File: src/design/pllcfg_regs.svh
`ifndef PLLCFG_REGS_SVH
`define PLLCFG_REGS_SVH
// register indices
`define PLLCFG_REG_LOOP        16'h0000
`define PLLCFG_REG_REFDIV      16'h0001
`define PLLCFG_REG_FBDIV       16'h0002
`define PLLCFG_REG_CTRL        16'h0003
// writable bit masks (reserved bits clear)
`define PLLCFG_MASK_LOOP       16'h03FE
`define PLLCFG_MASK_REFDIV     16'hFFFF
`define PLLCFG_MASK_FBDIV      16'hFFFF
`define PLLCFG_MASK_CTRL       16'h1FFF
// reset values
`define PLLCFG_RST_LOOP        16'h0000
`define PLLCFG_RST_REFDIV      16'h0000
`define PLLCFG_RST_FBDIV       16'h0000
`define PLLCFG_RST_CTRL        16'h0000
// fixed upper address bits
`define PLLCFG_DEV_ADDR_HI     5'h15
// clocks to wait after reset before sampling the straps
`define PLLCFG_STRAP_WAIT      2'h2
// field positions
`define PLLCFG_CAP_MSB         9
`define PLLCFG_CAP_LSB         7
`define PLLCFG_RES_MSB         6
`define PLLCFG_RES_LSB         4
`define PLLCFG_ICP_MSB         3
`define PLLCFG_ICP_LSB         1
`define PLLCFG_REFDIV_MSB      15
`define PLLCFG_REFDIV_LSB      2
`define PLLCFG_STB_REFCLK      12
`define PLLCFG_STB_LOSS        11
`define PLLCFG_STB_LOCK        10
`define PLLCFG_STA_REFCLK      9
`define PLLCFG_STA_LOSS        8
`define PLLCFG_STA_LOCK        7
`define PLLCFG_HOLD_N          6
`define PLLCFG_ALIGN_N         5
`define PLLCFG_CAL_EN          4
`endif

File: src/design/pllcfg_pkg.sv
package pllcfg_pkg;
   // serial slave phases
   typedef enum logic [2:0] {
      PLLCFG_IDLE,
      PLLCFG_DEVADDR,
      PLLCFG_REGADDR,
      PLLCFG_WDATA,
      PLLCFG_RDATA,
      PLLCFG_IGNORE
   } pllcfg_state_t;
endpackage : pllcfg_pkg

File: src/design/pllcfg_top.sv
`timescale 1ns/100ps
`default_nettype none
`include "pllcfg_regs.svh"
module pllcfg_top
   import pllcfg_pkg::*;
(
   // clock and reset
   input  wire logic        core_clk,
   input  wire logic        reset_n,
   // device pins
   input  wire logic        hard_reset_pin_n,
   input  wire logic        addr_select_hi,
   input  wire logic        addr_select_lo,
   // serial bus, open drain data
   input  wire logic        scl_in,
   input  wire logic        sda_in,
   output logic             sda_out,
   output logic             sda_oe,
   // loop filter and pump
   output logic      [2:0]  loop_cap_sel,
   output logic      [2:0]  loop_res_sel,
   output logic      [2:0]  pump_current_sel,
   // dividers
   output logic      [13:0] ref_divider_value,
   output logic      [9:0]  feedback_div_wide,
   output logic      [7:0]  feedback_div_narrow,
   // status routing
   output logic             stat_b_refclk_en,
   output logic             stat_b_refloss_en,
   output logic             stat_b_lock_en,
   output logic             stat_a_refclk_en,
   output logic             stat_a_refloss_en,
   output logic             stat_a_lock_en,
   // device control
   output logic             soft_hold_n,
   output logic             divider_align_n,
   output logic             vco_calibrate_en,
   output logic      [1:0]  prescaler_second_sel,
   output logic      [1:0]  prescaler_first_sel
);
   // synchronised pins
   logic scl_s, sda_s, hrst_s, ad_hi_s, ad_lo_s;
   // bus lines rest high, so their stages reset high
   // so no false start or edge follows reset
   pllcfg_sync #(.INIT(1'b1)) u_scl  (.core_clk(core_clk), .reset_n(reset_n), .async_in(scl_in),
                                      .sync_out(scl_s));
   pllcfg_sync #(.INIT(1'b1)) u_sda  (.core_clk(core_clk), .reset_n(reset_n), .async_in(sda_in),
                                      .sync_out(sda_s));
   pllcfg_sync #(.INIT(1'b0)) u_hrst (.core_clk(core_clk), .reset_n(reset_n),
                                      .async_in(hard_reset_pin_n), .sync_out(hrst_s));
   pllcfg_sync #(.INIT(1'b0)) u_adh  (.core_clk(core_clk), .reset_n(reset_n),
                                      .async_in(addr_select_hi), .sync_out(ad_hi_s));
   pllcfg_sync #(.INIT(1'b0)) u_adl  (.core_clk(core_clk), .reset_n(reset_n),
                                      .async_in(addr_select_lo), .sync_out(ad_lo_s));

   // state
   pllcfg_state_t state_r;          // transfer phase
   logic        scl_d_r, sda_d_r;   // previous samples
   logic [3:0]  bit_cnt_r;          // bit within byte, 8 is ack slot
   logic [7:0]  shift_r;            // incoming byte
   logic        byte_idx_r;         // which half of a pair
   logic        rw_r;               // read direction latched
   logic        ack_drive_r;        // pull data low for ack
   logic        tx_bit_r;           // read data bit on line
   logic        tx_en_r;            // driving read data
   logic [15:0] index_r;            // register index
   logic [15:0] wdata_r;            // write data high byte, low byte unused
   logic [15:0] rword_r;            // captured read word
   logic [1:0]  strap_r;            // address straps
   logic        strap_ok_r;         // straps captured
   logic [1:0]  strap_wait_r;       // settle count before strap capture
   logic        ack_due_r;          // this side owns the coming ack slot
   logic        wr_pulse_r;         // one cycle write strobe
   logic [15:0] loop_r, refdiv_r, fbdiv_r, ctrl_r;
   logic [15:0] rd_data;

   // bus events
   // slave taken off the bus while the hardware pin is low
   wire active    = hrst_s;
   // clock edges seen on the synchronised line
   wire scl_rise  = scl_s && !scl_d_r;
   wire scl_fall  = !scl_s && scl_d_r;
   // framing: data moves while the clock stays high
   wire start_ev  = scl_s && scl_d_r && sda_d_r && !sda_s;
   wire stop_ev   = scl_s && scl_d_r && !sda_d_r && sda_s;
   wire [7:0] byte_in = {shift_r[6:0], sda_s};
   wire data_bit  = scl_rise && (bit_cnt_r < 4'd8);
   wire last_bit  = data_bit && (bit_cnt_r == 4'd7);
   wire ack_bit   = scl_rise && (bit_cnt_r == 4'd8);
   // bit of the read byte to put out, first one while the count still shows the ack slot
   wire [2:0] tx_pos = (bit_cnt_r == 4'd9) ? 3'h7 : ~bit_cnt_r[2:0];
   wire addr_hit  = (byte_in[7:3] == `PLLCFG_DEV_ADDR_HI) && (byte_in[2:1] == strap_r);

   // straps taken once after reset release
   always_ff @(posedge core_clk) begin
      if (!reset_n) begin
         strap_r      <= 2'b00;
         strap_ok_r   <= 1'b0;
         strap_wait_r <= 2'b00;
      end else if (!strap_ok_r) begin
         // synchroniser outputs still show their reset level at first
         if (strap_wait_r == `PLLCFG_STRAP_WAIT) begin
            strap_r    <= {ad_hi_s, ad_lo_s};
            strap_ok_r <= 1'b1;
         end else begin
            strap_wait_r <= strap_wait_r + 2'h1;
         end
      end
   end

   // edge history
   always_ff @(posedge core_clk) begin
      if (!reset_n) begin
         scl_d_r <= 1'b1;
         sda_d_r <= 1'b1;
      end else begin
         scl_d_r <= scl_s;
         sda_d_r <= sda_s;
      end
   end

   // byte shifter and bit counter
   always_ff @(posedge core_clk) begin
      if (!reset_n || !active || start_ev) begin
         // a start always realigns the byte
         bit_cnt_r <= 4'd0;
         shift_r   <= 8'h00;
      end else if (data_bit) begin
         // data bit taken on the rising clock
         shift_r   <= byte_in;
         bit_cnt_r <= bit_cnt_r + 4'd1;
      end else if (scl_fall && bit_cnt_r == 4'd9) begin
         // ack slot over, next byte begins
         bit_cnt_r <= 4'd0;
      end else if (ack_bit) begin
         // ninth clock seen, wait for its falling edge
         bit_cnt_r <= 4'd9;
      end
   end

   // transfer sequencing
   always_ff @(posedge core_clk) begin
      if (!reset_n || !active) begin
         state_r    <= PLLCFG_IDLE;
         byte_idx_r <= 1'b0;
         rw_r       <= 1'b0;
         index_r    <= 16'h0000;
         wdata_r    <= 16'h0000;
         rword_r    <= 16'h0000;
         wr_pulse_r <= 1'b0;
         ack_due_r  <= 1'b0;
      end else begin
         wr_pulse_r <= 1'b0;
         if (start_ev) begin
            state_r <= PLLCFG_DEVADDR;                           // repeated start too
         end else if (stop_ev) begin
            state_r <= PLLCFG_IDLE;
         end else if (last_bit) begin
            // this side acknowledges a matching address and the two index and two data bytes of a write
            ack_due_r <= ((state_r == PLLCFG_DEVADDR) && addr_hit) ||
                         (state_r == PLLCFG_REGADDR) || (state_r == PLLCFG_WDATA);
            unique case (state_r)
               PLLCFG_DEVADDR: begin
                  // seven bit address and direction bit
                  byte_idx_r <= 1'b0;
                  rw_r       <= byte_in[0];
                  if (!addr_hit) begin
                     // not ours: stay off the line until the next start
                     state_r <= PLLCFG_IGNORE;
                  end else if (byte_in[0]) begin
                     state_r <= PLLCFG_RDATA;
                     rword_r <= rd_data;
                  end else begin
                     state_r <= PLLCFG_REGADDR;
                  end
               end
               PLLCFG_REGADDR: begin
                  // index arrives high byte first
                  if (!byte_idx_r) begin
                     index_r[15:8] <= byte_in;
                  end else begin
                     index_r[7:0] <= byte_in;
                     state_r      <= PLLCFG_WDATA;
                  end
                  byte_idx_r <= !byte_idx_r;
               end
               PLLCFG_WDATA: begin
                  // data high byte, then the low byte commits
                  if (!byte_idx_r) begin
                     wdata_r[15:8] <= byte_in;
                  end else begin
                     wr_pulse_r <= 1'b1;
                     state_r    <= PLLCFG_IGNORE;
                  end
                  byte_idx_r <= !byte_idx_r;
               end
               PLLCFG_RDATA, PLLCFG_IDLE, PLLCFG_IGNORE: begin
                  // nothing to take from the line
               end
            endcase
         end else if (ack_bit && state_r == PLLCFG_RDATA && !ack_due_r) begin
            // master answer after a read byte; the address slot is our own
            if (sda_s || byte_idx_r) begin
               state_r <= PLLCFG_IGNORE;
            end
            byte_idx_r <= 1'b1;
         end
      end
   end

   // ack and read data drive, taken up only on a falling clock, dropped at once on framing or reset
   always_ff @(posedge core_clk) begin
      if (!reset_n || !active || start_ev || stop_ev) begin
         // let the line go at once on framing or reset
         ack_drive_r <= 1'b0;
         tx_en_r     <= 1'b0;
         tx_bit_r    <= 1'b1;
      end else if (scl_fall) begin
         // each falling clock releases the line unless an ack or a read data bit is set below
         ack_drive_r <= 1'b0;
         tx_en_r     <= 1'b0;
         if (bit_cnt_r == 4'd8) begin
            // ninth clock: pull low only where this side acknowledges
            ack_drive_r <= ack_due_r;
         end else if (state_r == PLLCFG_RDATA && rw_r) begin
            // read word goes out high byte first, msb first
            tx_en_r  <= 1'b1;
            tx_bit_r <= rword_r[{~byte_idx_r, tx_pos}];
         end
      end
   end

   // open drain: drive only low
   assign sda_out = 1'b0;
   // either an ack or a zero data bit pulls the line
   assign sda_oe  = ack_drive_r || (tx_en_r && !tx_bit_r);

   // register storage
   pllcfg_regfile u_regs (
      .core_clk (core_clk),
      .reset_n  (reset_n),
      .wr_en    (wr_pulse_r),
      .wr_addr  (index_r),
      .wr_data  ({wdata_r[15:8], shift_r}),
      .rd_addr  (index_r),
      .rd_data  (rd_data),
      .loop_r   (loop_r),
      .refdiv_r (refdiv_r),
      .fbdiv_r  (fbdiv_r),
      .ctrl_r   (ctrl_r)
   );

   // field outputs
   assign loop_cap_sel         = loop_r[`PLLCFG_CAP_MSB:`PLLCFG_CAP_LSB];
   assign loop_res_sel         = loop_r[`PLLCFG_RES_MSB:`PLLCFG_RES_LSB];
   assign pump_current_sel     = loop_r[`PLLCFG_ICP_MSB:`PLLCFG_ICP_LSB];
   // divider fields
   assign ref_divider_value    = refdiv_r[`PLLCFG_REFDIV_MSB:`PLLCFG_REFDIV_LSB];
   assign feedback_div_wide    = {refdiv_r[1:0], fbdiv_r[15:8]};
   assign feedback_div_narrow  = fbdiv_r[7:0];
   // second status pin sources
   assign stat_b_refclk_en     = ctrl_r[`PLLCFG_STB_REFCLK];
   assign stat_b_refloss_en    = ctrl_r[`PLLCFG_STB_LOSS];
   assign stat_b_lock_en       = ctrl_r[`PLLCFG_STB_LOCK];
   // first status pin sources
   assign stat_a_refclk_en     = ctrl_r[`PLLCFG_STA_REFCLK];
   assign stat_a_refloss_en    = ctrl_r[`PLLCFG_STA_LOSS];
   assign stat_a_lock_en       = ctrl_r[`PLLCFG_STA_LOCK];
   // device hold, divider alignment and calibration
   assign soft_hold_n          = ctrl_r[`PLLCFG_HOLD_N];
   assign divider_align_n      = ctrl_r[`PLLCFG_ALIGN_N];
   assign vco_calibrate_en     = ctrl_r[`PLLCFG_CAL_EN];
   // prescaler selections
   assign prescaler_second_sel = ctrl_r[3:2];
   assign prescaler_first_sel  = ctrl_r[1:0];
endmodule : pllcfg_top
`default_nettype wire

File: src/design/pllcfg_sync.sv
`timescale 1ns/100ps
`default_nettype none
// two flop synchroniser with a set reset value
module pllcfg_sync #(
   parameter logic INIT = 1'b1
) (
   // clock and reset
   input  wire logic core_clk,
   input  wire logic reset_n,
   // level in and out
   input  wire logic async_in,
   output logic      sync_out
);
   logic meta_r;   // first stage, read only by second
   // two stage capture
   always_ff @(posedge core_clk) begin
      if (!reset_n) begin
         meta_r   <= INIT;
         sync_out <= INIT;
      end else begin
         meta_r   <= async_in;
         sync_out <= meta_r;
      end
   end
endmodule : pllcfg_sync
`default_nettype wire

File: src/design/pllcfg_regfile.sv
`timescale 1ns/100ps
`default_nettype none
`include "pllcfg_regs.svh"
// four word configuration store
module pllcfg_regfile
   import pllcfg_pkg::*;
(
   // clock and reset
   input  wire logic        core_clk,
   input  wire logic        reset_n,
   // write port
   input  wire logic        wr_en,
   input  wire logic [15:0] wr_addr,
   input  wire logic [15:0] wr_data,
   // read port
   input  wire logic [15:0] rd_addr,
   output logic      [15:0] rd_data,
   // stored words
   output logic      [15:0] loop_r,
   output logic      [15:0] refdiv_r,
   output logic      [15:0] fbdiv_r,
   output logic      [15:0] ctrl_r
);
   // write decode
   wire sel_loop   = wr_en && (wr_addr == `PLLCFG_REG_LOOP);
   wire sel_refdiv = wr_en && (wr_addr == `PLLCFG_REG_REFDIV);
   wire sel_fbdiv  = wr_en && (wr_addr == `PLLCFG_REG_FBDIV);
   wire sel_ctrl   = wr_en && (wr_addr == `PLLCFG_REG_CTRL);
   // bit 0 of loop word and reserved bits held at zero
   always_ff @(posedge core_clk) begin
      if (!reset_n) begin
         loop_r   <= `PLLCFG_RST_LOOP;
         refdiv_r <= `PLLCFG_RST_REFDIV;
         fbdiv_r  <= `PLLCFG_RST_FBDIV;
         ctrl_r   <= `PLLCFG_RST_CTRL;
      end else begin
         if (sel_loop) loop_r <= wr_data & `PLLCFG_MASK_LOOP;
         if (sel_refdiv) refdiv_r <= wr_data & `PLLCFG_MASK_REFDIV;
         if (sel_fbdiv) fbdiv_r <= wr_data & `PLLCFG_MASK_FBDIV;
         if (sel_ctrl) ctrl_r <= wr_data & `PLLCFG_MASK_CTRL;
      end
   end
   // read select, unmapped reads as zero
   assign rd_data = (rd_addr == `PLLCFG_REG_LOOP)   ? loop_r   :
                    (rd_addr == `PLLCFG_REG_REFDIV) ? refdiv_r :
                    (rd_addr == `PLLCFG_REG_FBDIV)  ? fbdiv_r  :
                    (rd_addr == `PLLCFG_REG_CTRL)   ? ctrl_r   : 16'h0000;
endmodule : pllcfg_regfile
`default_nettype wire

File: config.mk
export PLATFORM = sky130hd
export DESIGN_NAME = pllcfg_top
export DESIGN_NICKNAME = d
export VERILOG_FILES = /design/src/design/pllcfg_pkg.sv /design/src/design/pllcfg_top.sv /design/src/design/pllcfg_sync.sv /design/src/design/pllcfg_regfile.sv
export VERILOG_INCLUDE_DIRS = /design/src /design/src/design
export SDC_FILE = /design/constraint.sdc
export NUM_CORES = 1
export LEC_CHECK = 0
export BUFFER_PORTS_ARGS = -buffer_cell sky130_fd_sc_hd__buf_2
export CAP_MARGIN = 20
export CORE_UTILIZATION = 63
export DETAILED_ROUTE_END_ITERATION = 7
export GPL_ROUTABILITY_DRIVEN = 0
export GPL_TIMING_DRIVEN = 0
export PLACE_DENSITY = 0.91
export SLEW_MARGIN = 20
export SYNTH_ARGS = -nofsm -noshare
export SYNTH_HDL_FRONTEND = slang
export SYNTH_SLANG_ARGS = --single-unit
File: constraint.sdc
create_clock -name core_clk -period 7.2 [get_ports core_clk]
set_clock_uncertainty 0.15 [all_clocks]
set_input_delay 0.72 -clock core_clk [delete_from_list [all_inputs] [get_ports core_clk]]
set_output_delay 0.72 -clock core_clk [all_outputs]
set_load 0.02 [all_outputs]
==> results of run 1 <==
-- final cells by class --
type | instances | area [sq um]
Fill cell | 534 | 2000
Inverter | 6 | 22.5
Multi-Input combinational cell | 444 | 2860
Tap cell | 108 | 135
Sequential cell | 133 | 2660
Buffer | 50 | 208
Clock inverter | 14 | 165
Timing Repair Buffer | 60 | 300
Clock buffer | 18 | 418
-- how the worst max path moves through the flow --
stage / endpoint / slack [ps] / cells past startpoint
6_report: rword_r[4] / 4270 / 7
5_1_grt: rword_r[4] / 4100 / 7
4_1_cts: rword_r[1] / 4370 / 7
3_5_place_dp: rword_r[1] / 4390 / 7
3_3_place_gp: rword_r[2] / 4470 / 7
2_1_floorplan: rword_r[11] / 4930 / 5
-- layer usage --
layer	vias up	share of wire	global-route usage	wire length (um)
li1	2330	-	-	-
met1	2461	0.37	0.430	6230
met2	412	0.47	0.591	8010
met3	103	0.11	0.0906	1820
met4	0	0.049	0.207	835
met5	-	0	0	0
-- worst register-to-register path: cells and delay by family, from the launching register on --
family	cells	cell delay (ps)
AO/OA/AOI/OAI	1	150
buffers and inverters	2	980
flip-flops	1	320
AND/OR/NAND/NOR	4	1270
-- logic make-up after synthesis --
kind of cell | synth area share
AND/OR/NAND/NOR | 0.228
flip-flops | 0.463
AO/OA/AOI/OAI | 0.140
multiplexers | 0.115
buffers and inverters | 0.0400
adder cells (fa/ha/maj) | 0.00871
XOR/XNOR | 0.00457
other | 0.000652
-- state kept, by name, summed over array words and instances, names as in the netlist, 2 cells and up --
register,flops
wdata_r,8
rword_r,16
state_r,3
u_regs.ctrl_r,13
u_regs.refdiv_r,16
strap_wait_r,2
u_regs.fbdiv_r,16
shift_r,8
index_r,16
strap_r,2
u_regs.loop_r,9
bit_cnt_r,4
-- where the power goes --
group | switching (mW) | internal, mW | total, mW
Combinational | 0.0320 | 0.0237 | 0.0556
Clock | 0.362 | 0.504 | 0.866
Sequential | 0.00389 | 0.746 | 0.750
Total | 0.398 | 1.27 | 1.67
-- synth_stat cells, drive strengths merged, types with 2 or more instances --
master   number
dfxtp       133
nand2       105
nor2         53
mux2i        46
a21boi       41
clkbuf       40
a21oi        28
nand3        22
nand2b       20
nor2b        20
and2         11
a22oi        10
buf          10
o21ai         9
mux4          7
a211oi        6
inv           6
nor3          6
or4           6
nor4          5
a31oi         4
ha            4
mux2          4
nand3b        3
nor3b         3
xnor2         3
a211o         2
a222oi        2
and3b         2
nand4         2
o221ai        2
o2bb2ai       2
or4b          2
==> impl_metrics.json, run 1 <==
{
  "hold_buffers": 0,
  "place_ws_ps": 4390,
  "fin_area_sq_um": 6770,
  "synth_seq_cells": 133,
  "power_leakage_nw": 2.61,
  "synth-seq-area-share": 0.463,
  "finalHoldViolCount": 0,
  "core_area_sq_um": 8760,
  "num_io_pins": 63,
  "hold_depth": 2,
  "clock_path_buffers": 2,
  "status": "finished, final reports clean",
  "cts_resized": 0,
  "reg2reg_depth": 7,
  "drive_above_1_share": 0.178,
  "nNetsFinal": 723,
  "worstSetupPathType": "reg -> reg",
  "path_max_fanout": 10,
  "port_buffers": 60,
  "crit_path_cell_trace": "clkbuf_1 -> nor4bb_1 -> nand4_1 -> nor3_1 -> clkbuf_1 -> nand3_1 -> a21oi_1",
  "synth-main-ff-cell": "dfxtp_1",
  "cp_slowest_stage_delay_ps": 540,
  "synth.top_cells.by_area": "dfxtp_1 (46%), mux2i_1 (8.0%), nand2_1 (6.9%), a21boi_0 (5.0%), nor2_1 (3.5%)",
  "drt_iter0_markers": 548,
  "drt-vias-per-instance": 6.37,
  "tightest_slew_ps": 811,
  "drt_first_pass_iters": 6,
  "slew_viol_final": 0,
  "wire_per_inst_um": 20.3,
  "power.total_mw": 1.67,
  "dp_hpwl_mm": 10.8,
  "hold_end": "u_sda.meta_r",
  "start_kind": "flip-flop",
  "first_global_vias": 5309,
  "synth_area_per_cell_sq_um": 9.08,
  "grt_util_all_layers": 0.361,
  "critPathTopFamily": "simple AND/OR/NAND/NOR gates",
  "mostFrequentLayoutCell": "dfxtp_1",
  "cpMostUsedCell": "clkbuf_1",
  "vias": 5306,
  "chipWidth_um": 97.5,
  "crit_slowest_cell": "clkbuf_1",
  "finalWorstSetupSlack_ps": 4270,
  "placed_cell_area_sq_um": 6180,
  "whs_ps": 217,
  "cts_tree": "yes",
  "cts_buffers": 17,
  "dp_cells": 801,
  "grt_pass1_wl_mm": 26.7,
  "r2r_end": "rword_r[4]",
  "start_util": 0.656,
  "worstHoldStart": "sda_in",
  "drc": 0,
  "drt_wl_total_mm": 16.9,
  "ctsRootBufferMaster": "clkbuf_8",
  "path_clk_slew_ps": 60,
  "grt_antenna_before_repair": 0,
  "die_h_um": 97.5,
  "required_ps": 7520,
  "synth_top_area_frac": 0.463,
  "critical_path_buf_inv_count": 2,
  "maxCapViolations": 0,
  "syn_inst": 633,
  "async_flop_share": 0,
  "setup_viol": 0,
  "grt_overflow": 0,
  "antenna_left": 0,
  "die_area_sq_um": 9510,
  "cp-end-kind": "flip-flop",
  "timing.setup.tns_ps": 0,
  "grt_max_degree": 17,
  "hold_path_class": "in -> reg",
  "synthDistinctLibCells": 58,
  "max_slew_margin": 0.459,
  "cts_setup_buffers": 0,
  "fin_util": 0.772,
  "synth-edff-count": 0,
  "layoutNonFillerInstCount": 833,
  "max_freq_mhz": 341,
  "final.min_clock_period_ps": 2930,
  "timing.rr.start": "shift_r[4]",
  "clk_latency_ps": 540,
  "peakVddDrop_v": 0.000149,
  "rrSetupSlack_ps": 4270,
  "num_rows": 34,
  "cts.sinks": 133,
  "diodes": 0,
  "ys_warn_count": 0,
  "startpoint": "shift_r[4]",
  "rsz0062_at_grt": "no",
  "cts-htree-levels": 4,
  "arrival_ps": 3250,
  "yosys.area.top_type": "dfxtp_1",
  "syn_to_final_growth_pct": 17.7,
  "fin_crit_sh": 0.407,
  "power_per_cell_area_nw_per_um2": 247,
  "final_cell_mix": "dfxtp_1 (133), nand2_1 (105), buf_2 (65), nor2_1 (53), mux2i_1 (46)",
  "synthesis.nets": 644,
  "netlist_area_sq_um": 5750
}
Note: power is estimated with default switching activity, not from simulation.
==> run 2: changes to the inputs <==
--- a/config.mk
+++ b/config.mk
@@ -8,11 +8,11 @@
 export LEC_CHECK = 0
 export BUFFER_PORTS_ARGS = -buffer_cell sky130_fd_sc_hd__buf_2
 export CAP_MARGIN = 20
-export CORE_UTILIZATION = 63
+export CORE_UTILIZATION = 53
 export DETAILED_ROUTE_END_ITERATION = 7
 export GPL_ROUTABILITY_DRIVEN = 0
 export GPL_TIMING_DRIVEN = 0
-export PLACE_DENSITY = 0.91
+export PLACE_DENSITY = 0.82
 export SLEW_MARGIN = 20
 export SYNTH_ARGS = -nofsm -noshare
 export SYNTH_HDL_FRONTEND = slang
==> constraint.sdc (replaced) <==
create_clock -name core_clk -period 2.4 [get_ports core_clk]
set_clock_uncertainty 0.15 [all_clocks]
set_input_delay 0.24 -clock core_clk [delete_from_list [all_inputs] [get_ports core_clk]]
set_output_delay 0.24 -clock core_clk [all_outputs]
set_load 0.02 [all_outputs]
==> run 2 against run 1 <==
The flow now finishes with violations (negative setup slack). Critical path depth fell by 1. Utilization fell by 9.0 points. Die area rose by 18%. Worst hold slack improved by 61 ps. Routed wire length fell by 5.0%. Fmax rose by 19%. Final cell count rose by 5.2%. Sequential share of layout area fell by 1.8 points. Global-route usage fell by 7.2 points. Non-clock buffer count rose by 15. Critical path type unchanged. Largest cell class unchanged.
==> impl_metrics.json, run 2 (synthesis results as in run 1) <==
{
  "tightest_slew_ps": 881,
  "core_area_sq_um": 10400,
  "max_freq_mhz": 404,
  "worstSetupPathType": "reg -> reg",
  "placed_cell_area_sq_um": 6220,
  "swShare": 0.228,
  "clk_latency_ps": 540,
  "mostFrequentLayoutCell": "dfxtp_1",
  "slew_viol_final": 0,
  "grt_overflow": 0,
  "cts_tree": "yes",
  "vias": 5130,
  "start_kind": "flip-flop",
  "dp_cells": 829,
  "arrival_ps": 2770,
  "syn_to_final_growth_pct": 23.7,
  "max_slew_margin": 0.412,
  "ctsRootBufferMaster": "clkbuf_8",
  "status": "complete, but fails checks",
  "drc": 0,
  "drive_above_1_share": 0.230,
  "cp-end-kind": "flip-flop",
  "die_area_sq_um": 11300,
  "whs_ps": 279,
  "power_per_cell_area_nw_per_um2": 699,
  "layoutNonFillerInstCount": 876,
  "antenna_left": 0,
  "num-fill-cells": 768,
  "hold_path_class": "in -> reg",
  "drt-vias-per-instance": 5.86,
  "fin_crit_sh": 1.03,
  "power_leakage_nw": 2.77,
  "cts_buffers": 17,
  "finalWorstSetupSlack_ps": -74.5,
  "clock_power_share": 0.514,
  "path_max_fanout": 5,
  "grt_max_degree": 17,
  "switchingPower_mw": 1.13,
  "nNetsFinal": 738,
  "dp_hpwl_mm": 10.5,
  "rsz0062_at_grt": "yes",
  "drt_wl_total_mm": 16.0,
  "num_rows": 37,
  "chipWidth_um": 106,
  "path_clk_slew_ps": 60,
  "final.min_clock_period_ps": 2470,
  "pwr-share-comb": 0.034,
  "drt_first_pass_iters": 5,
  "grt_util_all_layers": 0.289,
  "finalHoldViolCount": 0,
  "grt_antenna_before_repair": 0,
  "cts.sinks": 133,
  "fin_util": 0.683,
  "place_ws_ps": -426,
  "cts-htree-levels": 4,
  "power_frac_seq": 0.452,
  "first_global_vias": 5020,
  "wire_per_inst_um": 18.3,
  "num_io_pins": 63,
  "start_util": 0.552,
  "grt_pass1_wl_mm": 24.9,
  "setup_viol": 3,
  "violations": "negative setup slack",
  "maxCapViolations": 0,
  "p_int_mw": 3.84,
  "clock_path_buffers": 2,
  "required_ps": 2690,
  "fin_area_sq_um": 7110,
  "peakVddDrop_v": 0.000706,
  "drt_iter0_markers": 448,
  "port_buffers": 60,
  "final_cell_mix": "dfxtp_1 (130), nand2_1 (104), buf_2 (64), nor2_1 (53), mux2i_1 (46)",
  "diodes": 0,
  "die_h_um": 106
}
==> run 2: per-layer routing <==
metal	routed length [um]	track usage
met4	444	0.123
met3	1200	0.0865
met1	6510	0.344
met2	7890	0.481
met5	0	0
==> run 2: final cells by class <==
cell class / instances / area (sq um) / share of cell area
well taps: 136 / 170 / 0.0239
multi-input cells: 444 / 2960 / 0.416
inverters: 6 / 22.5 / 0.00317
repair buffers: 79 / 478 / 0.0672
clock inverters: 12 / 141 / 0.0199
plain buffers: 46 / 238 / 0.0334
flip-flops and latches: 133 / 2670 / 0.375
clock buffers: 20 / 435 / 0.0612
==> run 2: worst paths after layout <==
check	to	from	slack, ps	cells after the start
max	rword_r[15]	index_r[5]	-70	6
min reg2reg	u_sda.sync_out	u_sda.meta_r	280	1
max reg2reg	rword_r[15]	index_r[5]	-70	6
min	u_scl.meta_r	scl_in	280	3
==> run 2: repair_timing <==
item	in CTS	in global routing
buffers inserted	5	8
pin swaps	1	22
endpoints found under the setup margin	56	69
gates resized for setup	16	54
hold buffers	6	0
hold endpoints to repair	6	0
==> run 2: power groups by stage <==
| stage | logic (mW) | clock network (mW) | registers (mW) |
|---|---|---|---|
| floorplan | 0.124 | 0 | 2.30 |
| global placement | 0.151 | 0 | 2.30 |
| detailed placement | 0.162 | 0 | 2.30 |
| CTS | 0.170 | 2.54 | 2.25 |
| global route | 0.187 | 2.65 | 2.25 |
| finish | 0.168 | 2.55 | 2.25 |
==> run 2: stage by stage <==
step,TNS (ps),power [mW]
2_1_floorplan,0,2.42
3_3_place_gp,-5260,2.45
3_5_place_dp,-8380,2.46
4_1_cts,-384,4.96
5_1_grt,-1110,5.10
6_report,-133,4.97
==> run 2: critical path, stage by stage (launching register included) <==
cell and delay [ps]:
dfxtp_2 320, or4_4 560, or4_4 600, nor3b_4 250
buf_6 160, a22oi_2 100, a211oi_2 230
